===== src/cns_pkg.sv =====
// constants, register map and types for the comfort noise scale bank
// assumes a single 200 MHz clock and an 8-bit register port with page pins
package cns_pkg;

  // clock and sample timing
  localparam int CNS_CLK_PERIOD_PS = 5000;
  localparam int CNS_SAMPLE_PERIOD_NS = 125000;
  localparam int CNS_SAMPLE_CYCLES =
    (CNS_SAMPLE_PERIOD_NS * 1000) / CNS_CLK_PERIOD_PS;

  // page codes on {page_select_high, page_select_low}
  localparam logic [1:0] CNS_PAGE_CTRL = 2'h0;
  localparam logic [1:0] CNS_PAGE_SCALE = 2'h3;

  // byte offsets inside a page
  localparam logic [10:0] CNS_OFS_MAIN_CTRL = 11'h000;
  localparam logic [10:0] CNS_OFS_A_GAIN_LO = 11'h004;
  localparam logic [10:0] CNS_OFS_A_GAIN_HI = 11'h005;
  localparam logic [10:0] CNS_OFS_A_SCALE_LO = 11'h00c;
  localparam logic [10:0] CNS_OFS_A_SCALE_HI = 11'h00d;
  localparam logic [10:0] CNS_OFS_B_GAIN_LO = 11'h024;
  localparam logic [10:0] CNS_OFS_B_GAIN_HI = 11'h025;
  localparam logic [10:0] CNS_OFS_B_SCALE_LO = 11'h02c;
  localparam logic [10:0] CNS_OFS_B_SCALE_HI = 11'h02d;

  // reset values
  localparam logic [7:0] CNS_RST_SCALE_HI = 8'h01;
  localparam logic [7:0] CNS_RST_SCALE_LO = 8'haa;
  localparam logic [7:0] CNS_RST_MAIN_CTRL = 8'h00;
  localparam logic [7:0] CNS_RST_RDATA = 8'h00;

  // gain format: unity is 1.0, fraction in the low 14 bits
  localparam logic [15:0] CNS_GAIN_UNITY = 16'h4000;
  localparam int CNS_GAIN_FRAC = 14;
  // noise scale fraction bits: 16'h0100 passes noise unchanged
  localparam int CNS_SCALE_FRAC = 8;

  typedef struct packed {
    logic [7:0] main_ctrl;
    logic [7:0] a_scale_hi;
    logic [7:0] a_scale_lo;
    logic [7:0] b_scale_hi;
    logic [7:0] b_scale_lo;
    logic [7:0] a_gain_shadow;
    logic [7:0] b_gain_shadow;
    logic [7:0] rdata;
  } cns_regs_t;

  typedef struct packed {
    logic [15:0] gain;
    logic [15:0] noise;
  } cns_chan_t;

  typedef struct packed {
    logic [31:0] count;
    logic tick;
  } cns_tick_t;

endpackage


===== src/cns_chan.sv =====
// one canceller's suppressor gain tracker and comfort noise scaler
// assumes rates, scale and noise come from logic on the same clock
`timescale 1ns/1ps
`default_nettype none
module cns_chan
  import cns_pkg::*;
(
  input wire logic clk,
  input wire logic rst_n,
  input wire logic tick,
  input wire logic suppress,
  input wire logic [15:0] release_rate,
  input wire logic [15:0] engage_rate,
  input wire logic [15:0] scale,
  input wire logic [15:0] noise_in,
  output logic [15:0] gain,
  output logic [15:0] noise_out
);

  cns_chan_t st_ff;
  cns_chan_t nxt_st;
  logic [31:0] prod;
  logic [17:0] ramped;
  logic signed [32:0] nprod;
  logic signed [32:0] nshift;

  // gain ramps once per sample; clamp keeps it at or under unity
  always_comb begin
    nxt_st = st_ff;
    prod = 32'(st_ff.gain) *
      32'(suppress ? engage_rate : release_rate);
    ramped = prod[31:CNS_GAIN_FRAC];
    // both factors widened to the product first so no bit is lost
    nprod = 33'($signed(noise_in)) *
      33'($signed({1'b0, scale}));
    nshift = nprod >>> CNS_SCALE_FRAC;
    if (tick) begin
      if (ramped > 18'(CNS_GAIN_UNITY)) begin
        nxt_st.gain = CNS_GAIN_UNITY;
      end else begin
        nxt_st.gain = ramped[15:0];
      end
      // scale is read live, so a byte write counts from the next sample
      if (nshift > 33'sd32767) begin
        nxt_st.noise = 16'h7fff;
      end else if (nshift < -33'sd32768) begin
        nxt_st.noise = 16'h8000;
      end else begin
        nxt_st.noise = nshift[15:0];
      end
    end
  end

  always_ff @(posedge clk or negedge rst_n) begin
    if (!rst_n) begin
      st_ff.gain <= CNS_GAIN_UNITY;
      st_ff.noise <= '0;
    end else begin
      st_ff <= nxt_st;
    end
  end

  assign gain = st_ff.gain;
  assign noise_out = st_ff.noise;

  a_gain_capped: assert property (@(posedge clk) disable iff (!rst_n)
    st_ff.gain <= CNS_GAIN_UNITY)
    else $error("suppressor gain above unity");

  a_gain_engage: assert property (@(posedge clk) disable iff (!rst_n)
    tick && suppress && st_ff.gain != 16'h0 && engage_rate < CNS_GAIN_UNITY
    |=> st_ff.gain < $past(st_ff.gain))
    else $error("gain did not fall while engaging");

  a_gain_hold: assert property (@(posedge clk) disable iff (!rst_n)
    !tick |=> $stable(st_ff.gain) && $stable(st_ff.noise))
    else $error("gain or noise moved between samples");

  a_noise_zero: assert property (@(posedge clk) disable iff (!rst_n)
    tick && (noise_in == 16'h0 || scale == 16'h0) |=> st_ff.noise == 16'h0)
    else $error("zero noise or zero scale gave nonzero output");

  c_engage: cover property (@(posedge clk) disable iff (!rst_n)
    tick && suppress ##1 st_ff.gain < CNS_GAIN_UNITY);

endmodule // cns_chan
`default_nettype wire


===== src/cns_regs.sv =====
// register bank for the two cancellers' comfort noise scale and gain
// readback, plus main control register 0 of the group.
// assumes an 8-bit register port on the device clock: one-cycle write and
// read strobes, page pins beside the address, read data one cycle later.
`timescale 1ns/1ps
`default_nettype none

module cns_regs
  import cns_pkg::*;
#(
  parameter int SAMPLE_CYCLES = CNS_SAMPLE_CYCLES
) (
  input wire logic clk,
  input wire logic rst_n,
  input wire logic page_select_high,
  input wire logic page_select_low,
  input wire logic [10:0] bus_addr,
  input wire logic [7:0] bus_wdata,
  input wire logic bus_wr,
  input wire logic bus_rd,
  output logic [7:0] bus_rdata,
  output logic [7:0] main_ctrl,
  input wire logic canceller_a_suppress,
  input wire logic [15:0] canceller_a_release_rate,
  input wire logic [15:0] canceller_a_engage_rate,
  input wire logic [15:0] canceller_a_noise_in,
  output logic [15:0] canceller_a_noise_out,
  input wire logic canceller_b_suppress,
  input wire logic [15:0] canceller_b_release_rate,
  input wire logic [15:0] canceller_b_engage_rate,
  input wire logic [15:0] canceller_b_noise_in,
  output logic [15:0] canceller_b_noise_out,
  output logic sample_tick
);

  cns_regs_t st_ff;
  cns_regs_t nxt_st;
  logic [1:0] page;
  logic on_scale_page;
  logic on_ctrl_page;
  logic tick;
  logic [15:0] a_scale;
  logic [15:0] b_scale;
  logic [15:0] a_gain;
  logic [15:0] b_gain;
  logic mapped;

  // page decode from the two page pins
  assign page = {page_select_high, page_select_low};
  assign on_scale_page = (page == CNS_PAGE_SCALE);
  assign on_ctrl_page = (page == CNS_PAGE_CTRL);

  // the full scale word is assembled from the two byte registers
  assign a_scale = {st_ff.a_scale_hi, st_ff.a_scale_lo};
  assign b_scale = {st_ff.b_scale_hi, st_ff.b_scale_lo};

  // one divider feeds both cancellers so their samples stay aligned
  cns_tick #(
    .PERIOD(SAMPLE_CYCLES)
  ) u_tick (
    .clk(clk),
    .rst_n(rst_n),
    .tick(tick)
  );

  cns_chan u_chan_a (
    .clk(clk),
    .rst_n(rst_n),
    .tick(tick),
    .suppress(canceller_a_suppress),
    .release_rate(canceller_a_release_rate),
    .engage_rate(canceller_a_engage_rate),
    .scale(a_scale),
    .noise_in(canceller_a_noise_in),
    .gain(a_gain),
    .noise_out(canceller_a_noise_out)
  );

  cns_chan u_chan_b (
    .clk(clk),
    .rst_n(rst_n),
    .tick(tick),
    .suppress(canceller_b_suppress),
    .release_rate(canceller_b_release_rate),
    .engage_rate(canceller_b_engage_rate),
    .scale(b_scale),
    .noise_in(canceller_b_noise_in),
    .gain(b_gain),
    .noise_out(canceller_b_noise_out)
  );

  // address map check, used only by the unmapped-read check below; the read path decodes on its own
  always_comb begin
    mapped = 1'b0;
    if (on_ctrl_page) begin
      mapped = (bus_addr == CNS_OFS_MAIN_CTRL);
    end else if (on_scale_page) begin
      case (bus_addr)
        CNS_OFS_A_GAIN_LO, CNS_OFS_A_GAIN_HI,
        CNS_OFS_A_SCALE_LO, CNS_OFS_A_SCALE_HI,
        CNS_OFS_B_GAIN_LO, CNS_OFS_B_GAIN_HI,
        CNS_OFS_B_SCALE_LO, CNS_OFS_B_SCALE_HI: mapped = 1'b1;
        default: mapped = 1'b0;
      endcase
    end
  end

  // register writes and reads; read data is zero except the cycle after
  // a read strobe. writes to gain offsets or unmapped spots are dropped.
  always_comb begin
    nxt_st = st_ff;
    nxt_st.rdata = CNS_RST_RDATA;
    if (bus_wr && on_ctrl_page && bus_addr == CNS_OFS_MAIN_CTRL) begin
      nxt_st.main_ctrl = bus_wdata;
    end
    if (bus_wr && on_scale_page) begin
      case (bus_addr)
        CNS_OFS_A_SCALE_HI: nxt_st.a_scale_hi = bus_wdata;
        CNS_OFS_A_SCALE_LO: nxt_st.a_scale_lo = bus_wdata;
        CNS_OFS_B_SCALE_HI: nxt_st.b_scale_hi = bus_wdata;
        CNS_OFS_B_SCALE_LO: nxt_st.b_scale_lo = bus_wdata;
        default: ;
      endcase
    end
    if (bus_rd && on_ctrl_page && bus_addr == CNS_OFS_MAIN_CTRL) begin
      nxt_st.rdata = st_ff.main_ctrl;
    end
    // the gain moves on every sample; reading the low byte freezes the
    // high byte in a shadow so a low-then-high pair never tears
    if (bus_rd && on_scale_page) begin
      case (bus_addr)
        CNS_OFS_A_GAIN_LO: begin
          nxt_st.rdata = a_gain[7:0];
          nxt_st.a_gain_shadow = a_gain[15:8];
        end
        CNS_OFS_A_GAIN_HI: nxt_st.rdata = st_ff.a_gain_shadow;
        CNS_OFS_B_GAIN_LO: begin
          nxt_st.rdata = b_gain[7:0];
          nxt_st.b_gain_shadow = b_gain[15:8];
        end
        CNS_OFS_B_GAIN_HI: nxt_st.rdata = st_ff.b_gain_shadow;
        CNS_OFS_A_SCALE_HI: nxt_st.rdata = st_ff.a_scale_hi;
        CNS_OFS_A_SCALE_LO: nxt_st.rdata = st_ff.a_scale_lo;
        CNS_OFS_B_SCALE_HI: nxt_st.rdata = st_ff.b_scale_hi;
        CNS_OFS_B_SCALE_LO: nxt_st.rdata = st_ff.b_scale_lo;
        default: nxt_st.rdata = CNS_RST_RDATA;
      endcase
    end
  end

  // power-up values; the scale defaults to the compliant noise level
  always_ff @(posedge clk or negedge rst_n) begin
    if (!rst_n) begin
      st_ff.main_ctrl <= CNS_RST_MAIN_CTRL;
      st_ff.a_scale_hi <= CNS_RST_SCALE_HI;
      st_ff.a_scale_lo <= CNS_RST_SCALE_LO;
      st_ff.b_scale_hi <= CNS_RST_SCALE_HI;
      st_ff.b_scale_lo <= CNS_RST_SCALE_LO;
      st_ff.a_gain_shadow <= CNS_GAIN_UNITY[15:8];
      st_ff.b_gain_shadow <= CNS_GAIN_UNITY[15:8];
      st_ff.rdata <= CNS_RST_RDATA;
    end else begin
      st_ff <= nxt_st;
    end
  end

  // sample tick is echoed out so the surroundings can pace noise input
  always_ff @(posedge clk or negedge rst_n) begin
    if (!rst_n) begin
      sample_tick <= 1'b0;
    end else begin
      sample_tick <= tick;
    end
  end

  assign bus_rdata = st_ff.rdata;
  assign main_ctrl = st_ff.main_ctrl;

  // checks on the register port
  a_scale_reset: assert property (@(posedge clk)
    $rose(rst_n) |-> a_scale == 16'h01aa && b_scale == 16'h01aa)
    else $error("scale not at power-up default");

  a_write_a_hi: assert property (@(posedge clk) disable iff (!rst_n)
    bus_wr && on_scale_page && bus_addr == CNS_OFS_A_SCALE_HI
    |=> a_scale[15:8] == $past(bus_wdata) && $stable(a_scale[7:0]))
    else $error("high byte write did not land in upper scale bits");

  a_write_b_lo: assert property (@(posedge clk) disable iff (!rst_n)
    bus_wr && on_scale_page && bus_addr == CNS_OFS_B_SCALE_LO
    |=> b_scale[7:0] == $past(bus_wdata) && $stable(b_scale[15:8]))
    else $error("low byte write did not land in lower scale bits");

  a_page_gate: assert property (@(posedge clk) disable iff (!rst_n)
    bus_wr && !on_scale_page |=> $stable(a_scale) && $stable(b_scale))
    else $error("scale changed by a write off page 3");

  a_ctrl_write: assert property (@(posedge clk) disable iff (!rst_n)
    bus_wr && on_ctrl_page && bus_addr == CNS_OFS_MAIN_CTRL
    |=> main_ctrl == $past(bus_wdata))
    else $error("main control write lost");

  a_gain_read: assert property (@(posedge clk) disable iff (!rst_n)
    bus_rd && on_scale_page && bus_addr == CNS_OFS_A_GAIN_LO ##1
    bus_rd && on_scale_page && bus_addr == CNS_OFS_A_GAIN_HI
    |=> bus_rdata == $past(a_gain[15:8], 2))
    else $error("gain high byte not from the low-read snapshot");

  a_unmapped_zero: assert property (@(posedge clk) disable iff (!rst_n)
    bus_rd && !mapped |=> bus_rdata == 8'h00)
    else $error("unmapped read returned nonzero");

  a_rdata_idle: assert property (@(posedge clk) disable iff (!rst_n)
    !bus_rd |=> bus_rdata == 8'h00)
    else $error("read data present without a read");

  a_scale_live: assert property (@(posedge clk) disable iff (!rst_n)
    bus_wr && on_scale_page && bus_addr == CNS_OFS_A_SCALE_LO
    |=> u_chan_a.scale[7:0] == $past(bus_wdata))
    else $error("scale write not visible to the noise path");

  // the other two byte lanes land where their partners above do
  a_write_a_lo: assert property (@(posedge clk) disable iff (!rst_n)
    bus_wr && on_scale_page && bus_addr == CNS_OFS_A_SCALE_LO
    |=> a_scale[7:0] == $past(bus_wdata) && $stable(a_scale[15:8]))
    else $error("low byte write did not land in lower scale bits");

  a_write_b_hi: assert property (@(posedge clk) disable iff (!rst_n)
    bus_wr && on_scale_page && bus_addr == CNS_OFS_B_SCALE_HI
    |=> b_scale[15:8] == $past(bus_wdata) && $stable(b_scale[7:0]))
    else $error("high byte write did not land in upper scale bits");

  // scale bytes read back what the noise path is using
  a_scale_read_a: assert property (@(posedge clk) disable iff (!rst_n)
    bus_rd && on_scale_page && bus_addr == CNS_OFS_A_SCALE_HI
    |=> bus_rdata == $past(a_scale[15:8]))
    else $error("scale high byte read back wrong");

  a_scale_read_b: assert property (@(posedge clk) disable iff (!rst_n)
    bus_rd && on_scale_page && bus_addr == CNS_OFS_B_SCALE_LO
    |=> bus_rdata == $past(b_scale[7:0]))
    else $error("scale low byte read back wrong");

  // the control byte only moves on its own address
  a_ctrl_gated: assert property (@(posedge clk) disable iff (!rst_n)
    bus_wr && !(on_ctrl_page && bus_addr == CNS_OFS_MAIN_CTRL)
    |=> $stable(main_ctrl))
    else $error("main control changed by a write elsewhere");

  a_ctrl_read: assert property (@(posedge clk) disable iff (!rst_n)
    bus_rd && on_ctrl_page && bus_addr == CNS_OFS_MAIN_CTRL
    |=> bus_rdata == $past(main_ctrl))
    else $error("main control read back wrong");

  // gain readback: low byte live, high byte from the snapshot
  a_gain_lo_read: assert property (@(posedge clk) disable iff (!rst_n)
    bus_rd && on_scale_page && bus_addr == CNS_OFS_A_GAIN_LO
    |=> bus_rdata == $past(a_gain[7:0]))
    else $error("gain low byte not the live value");

  a_gain_hi_only: assert property (@(posedge clk) disable iff (!rst_n)
    bus_rd && on_scale_page && bus_addr == CNS_OFS_A_GAIN_HI
    |=> bus_rdata == $past(st_ff.a_gain_shadow))
    else $error("gain high byte not from the snapshot");

  a_gain_read_b: assert property (@(posedge clk) disable iff (!rst_n)
    bus_rd && on_scale_page && bus_addr == CNS_OFS_B_GAIN_LO ##1
    bus_rd && on_scale_page && bus_addr == CNS_OFS_B_GAIN_HI
    |=> bus_rdata == $past(b_gain[15:8], 2))
    else $error("second gain high byte not from the low-read snapshot");

  // only a read may refresh a snapshot, so writes to gain are dropped
  a_shadow_hold: assert property (@(posedge clk) disable iff (!rst_n)
    !bus_rd |=> $stable(st_ff.a_gain_shadow) && $stable(st_ff.b_gain_shadow))
    else $error("gain snapshot moved without a read");

  // the echoed tick marks the cycle the new sample appears
  a_tick_echo: assert property (@(posedge clk) disable iff (!rst_n)
    tick |=> sample_tick)
    else $error("sample tick not echoed one cycle later");

  c_scale_write: cover property (@(posedge clk) disable iff (!rst_n)
    bus_wr && on_scale_page && bus_addr == CNS_OFS_B_SCALE_HI);

  c_gain_pair: cover property (@(posedge clk) disable iff (!rst_n)
    bus_rd && bus_addr == CNS_OFS_A_GAIN_LO ##1
    bus_rd && bus_addr == CNS_OFS_A_GAIN_HI);

  c_gain_pair_b: cover property (@(posedge clk) disable iff (!rst_n)
    bus_rd && bus_addr == CNS_OFS_B_GAIN_LO ##1
    bus_rd && bus_addr == CNS_OFS_B_GAIN_HI);

  c_ctrl_write: cover property (@(posedge clk) disable iff (!rst_n)
    bus_wr && on_ctrl_page && bus_addr == CNS_OFS_MAIN_CTRL);

endmodule // cns_regs
`default_nettype wire


===== src/cns_tick.sv =====
// sample-rate divider: one-cycle enable per sample period
// assumes clk is the 200 MHz device clock
`timescale 1ns/1ps
`default_nettype none
module cns_tick
  import cns_pkg::*;
#(
  parameter int PERIOD = CNS_SAMPLE_CYCLES
) (
  input wire logic clk,
  input wire logic rst_n,
  output logic tick
);

  cns_tick_t st_ff;
  cns_tick_t nxt_st;

  // count up; the tick is set in the cycle the count wraps to zero
  always_comb begin
    nxt_st = st_ff;
    nxt_st.tick = 1'b0;
    if (st_ff.count == 32'(PERIOD - 1)) begin
      nxt_st.count = '0;
      nxt_st.tick = 1'b1;
    end else begin
      nxt_st.count = st_ff.count + 32'h1;
    end
  end

  always_ff @(posedge clk or negedge rst_n) begin
    if (!rst_n) begin
      st_ff <= '0;
    end else begin
      st_ff <= nxt_st;
    end
  end

  assign tick = st_ff.tick;

  a_tick_single: assert property (@(posedge clk) disable iff (!rst_n)
    st_ff.tick |=> !st_ff.tick)
    else $error("sample tick lasted more than one cycle");

endmodule // cns_tick
`default_nettype wire


===== config.mk =====
export PLATFORM = sky130hd
export DESIGN_NAME = cns_regs
export DESIGN_NICKNAME = d
export VERILOG_FILES = /design/src/cns_pkg.sv /design/src/cns_chan.sv /design/src/cns_regs.sv /design/src/cns_tick.sv
export SDC_FILE = /design/constraint.sdc
export NUM_CORES = 2
export LEC_CHECK = 0
export BUFFER_PORTS_ARGS = -buffer_cell sky130_fd_sc_hd__buf_4
export CORE_MARGIN = 8
export CORE_UTILIZATION = 40
export DETAILED_ROUTE_END_ITERATION = 10
export SLEW_MARGIN = 15
export SYNTH_ARGS = -nofsm -noshare
export SYNTH_HDL_FRONTEND = slang
export SYNTH_SLANG_ARGS = --single-unit

===== constraint.sdc =====
create_clock -name clk -period 10.1 [get_ports clk]
set_input_delay 2.02 -clock clk [delete_from_list [all_inputs] [get_ports clk]]
set_output_delay 2.02 -clock clk [all_outputs]
set_load 0.01 [all_outputs]

==> summary.txt <==
Global routing
  • Initial antenna violation count: 5
  • Aggregate global routing overflow: 0
  • First-pass GRT wire length: 187400 um
  • Vias in the first global route: 34010
  • Pin count of the biggest net entering global routing: 88
  • Overall routing resource usage: 20.26%

Floorplanning
  • Io pins: 172
  • Die span in x: 338.6 um
  • Die ar.: 114600 um^2
  • Rows: 118
  • Initial core utilization: 40.27%
  • Core area: 103300 um^2
  • Chip height: 338.6 um

Clocking
  • Worst-path clk slew: 70 ps
  • Hold Buf Count CTS: 0
  • TritonCTS Buffers: 17
  • CTS resizes: 0
  • Clock Latency Late Sink: 480 ps
  • CTS tree: built
  • Clk sinks: 162
  • Root buf cell: clkbuf_16
  • Max clock buf depth: 2
  • Postcts setup bufs: 0
  • H-tree level count: 4

Critical path
  • Critical path endpoint category: register
  • CP Max Fanout: 22
  • Req. time, crit path: 10420 ps
  • CP max-delay cell: fa_1
  • Critical Path AT: 9120 ps
  • CP dominant cell by count: fa_1
  • Crit Path Class: in2reg
  • Worst setup SP type: input pin
  • Critical path, cell by cell: buf_4 -> mux2_2 -> nand2_1 -> fa_1 -> inv_1 -> fa_1 -> inv_1 -> fa_1 -> inv_1 -> fa_1 -> inv_1 -> fa_1 -> inv_1 -> fa_1 -> ha_1 -> a21oi_1 -> o211ai_1 -> a21oi_1 -> o221ai_1 -> or4_1 -> a211o_1 -> and3_1 -> o2111ai_2 -> o22ai_1
  • Slowest stage delay, CP: 580 ps

Routing
  • Post-DR wirelength/cell: 18.72 um
  • # DRC: 0
  • DRT Wirelength: 114100 um
  • Via density: 5.206
  • Via count: 31720
  • First-pass detailed-route iteration total: 5
  • Post-route ant nets: 0
  • Initial DRC Count: 1951

Power and ir drop
  • Pleak: 23.07 nW
  • Internal power: 0.006318 W
  • Comb pwr share: 90.6%
  • Pwr Density: 316.8 nW/um^2
  • Peak VDD IR: 0.0006959 V
  • Switching share of power: 55.32%
  • NetSw: 0.007824 W
  • Clock share of power: 4.8%
  • Total Power: 0.01414 W
  • Reg power frac: 4.6%

STA
  • Final hold vios: 0
  • Fin Setup TNS: 0 ps
  • Clock Skew: 15.41 ps
  • RSZ-0062 raised after global routing: false
  • Tmin final: 8800 ps
  • Fmax: 0.1136 GHz
  • Share of the clock period used by the worst path: 87.13%
  • Final setup violation count: 0
  • Count of final max-slew check failures: 0
  • Actual transition at the worst max-transition pin: 1072 ps
  • Max transition margin: 28.21%

Final layout
  • Nets@finish: 6035
  • Layout cells sized above 1: 8.065%
  • Area delta synth->final: 7.242%

Synthesis
  • Share of the synthesized area in the top cell type: 37.13%
  • Synth Net Count: 6010
  • Main synth FF type: dfrtp_1
  • Area leader, netlist: fa_1
  • Mux cell area share after synthesis: 2.552%
  • Yosys cell types: 90
  • Seq cells post-synth: 162
  • Area fraction in compound gates after synthesis: 7.386%
  • Ys async rst share: 100.0%
  • Synth Area in XOR/XNOR: 2.315%
  • Simple-Gate Fraction of Synth Area: 16.63%
  • Top cells by instance count after synthesis: inv_1 (994), fa_1 (772), nand2_1 (641)
  • Register area share after synthesis: 9.782%
  • Most frequent cell after synthesis: inv_1
  • Synth warn: 0
  • Largest family of logic cells by synthesized area: adder cells
  • Top cells by area, synth: fa_1 (37%), ha_1 (13%), inv_1 (9.0%)
  • Post-Synth Adder-Cell Area: 50.39%
  • Post-synth EDFFs: 0
  • Syn Area/Cell: 8.905 um^2
  • Post-Syn Instances: 4674
  • Synthesized area: 41620 um^2

Hold path
  • HP Class: reg2reg

Placed design
  • DP HPWL: 92560 um
  • Global placement routability congestion: 0.8703
  • Port Buffers: 171

Run status
  • Status: finished, final reports clean

Run
  • MaxCap Viol Count: 0
## layer usage
layer	up-vias	GRT usage (%)	routed length, um	share of wire, %
met2	946	31.97	51420	45
met5	-	0	26	0.023
met4	4	4.870	2205	1.9
met1	16150	28.33	52070	46
li1	14480	-	-	-
met3	134	4.454	8348	7.3
## power by group through the flow
| stage | combinational [W] | clock (W) | sequential (W) |
|---|---|---|---|
| after CTS | 0.0127 | 0.000694 | 0.000651 |
| after detailed placement | 0.0126 | 0 | 0.000664 |
| after global routing | 0.0145 | 0.000718 | 0.000651 |
| final | 0.0128 | 0.000676 | 0.000652 |
| after global placement | 0.0127 | 0 | 0.000664 |
| after floorplan | 0.00983 | 0 | 0.000662 |
## worst max-delay path, delay by kind of cell
family          cells  cell delay (ps)
simple gates        3              840
buf+inv             6              560
mux                 1              480
compound gates      7             1820
fa+ha+maj           7             3380
## area by class of cell
| type | instances | area [um^2] |
|---|---|---|
| Clock buffer | 18 | 439.2 |
| Clock inverter | 14 | 166.4 |
| Inverter | 996 | 3739 |
| Sequential cell | 162 | 4075 |
| Fill cell | 10330 | 58720 |
| Multi-Input combinational cell | 3327 | 33020 |
| Timing Repair Buffer | 195 | 1468 |
| Antenna cell | 1 | 2.502 |
| Tap cell | 1380 | 1727 |
## layout by cell type, fill, tap and decap left out, types with 11 or more instances in the layout
cell	instances
dfstp_2	14
a21oi_1	103
buf_4	194
nand2_1	641
nand3_1	37
nor3_1	39
nand4_1	41
fa_1	772
o211ai_1	20
mux2i_1	15
nand2b_1	23
nor2_1	242
o21ai_0	73
dfrtp_1	147
a22oi_1	31
o32ai_1	14
and3_1	19
clkbuf_16	17
o21ai_1	11
mux2_2	78
and2_1	336
xor2_1	45
o22ai_1	23
inv_1	994
a21o_1	30
a21oi_2	11
xnor2_1	64
nor4_1	12
a31oi_1	15
o21a_1	13
nor2b_1	14
ha_1	441
## path summary, 6_finish.rpt
check,from,end,slack (ps),cells after the start
worst max-delay path,canceller_a_suppress,u_chan_a.gain[5],1300,24
worst min-delay path,u_tick.st_ff[32],u_tick.st_ff[32],480,1
worst max register to register,b_scale[9],u_chan_b.noise_out[14],2160,20
worst min register to register,u_tick.st_ff[32],u_tick.st_ff[32],480,1
max in group asynchronous,rst_n,u_tick.tick,6870,2
min in group asynchronous,rst_n,u_chan_b.noise_out[11],1550,1
## sequential cells by signal (all words and copies together), names as in the netlist
name and flops:
bus_rdata 8, u_chan_b.gain 16, u_chan_a.noise_out 16, main_ctrl 8, a_scale 16, u_chan_b.noise_out 16
b_scale 16, u_tick.st_ff 32, u_chan_a.gain 16, sample_tick 1, st_ff 16, u_tick.tick 1
## metrics by stage
step,worst slack (ps),utilization [%],instances,instance area (um^2),hold slack (ps)
final,1300,43.19,6093,44630,479.1
after global routing,945.6,43.19,6093,44630,515.9
after CTS,1228,43.17,6092,44620,482.7
after detailed placement,713.3,42.58,6060,44010,457.0
after global placement,819.9,42.58,6060,44010,451.4
after floorplan,1289,-,4674,41620,416.6
## cell families (layout without fill, tap and decap cells)
group,after synthesis,after routing
xor+xnor,110,110
fa+ha+maj,1213,1213
mux,95,95
compound gates,448,448
flops,162,162
simple gates,1461,1461
other cells,0,1
buf+inv,1185,1223
(Power assumes the default switching activity.)
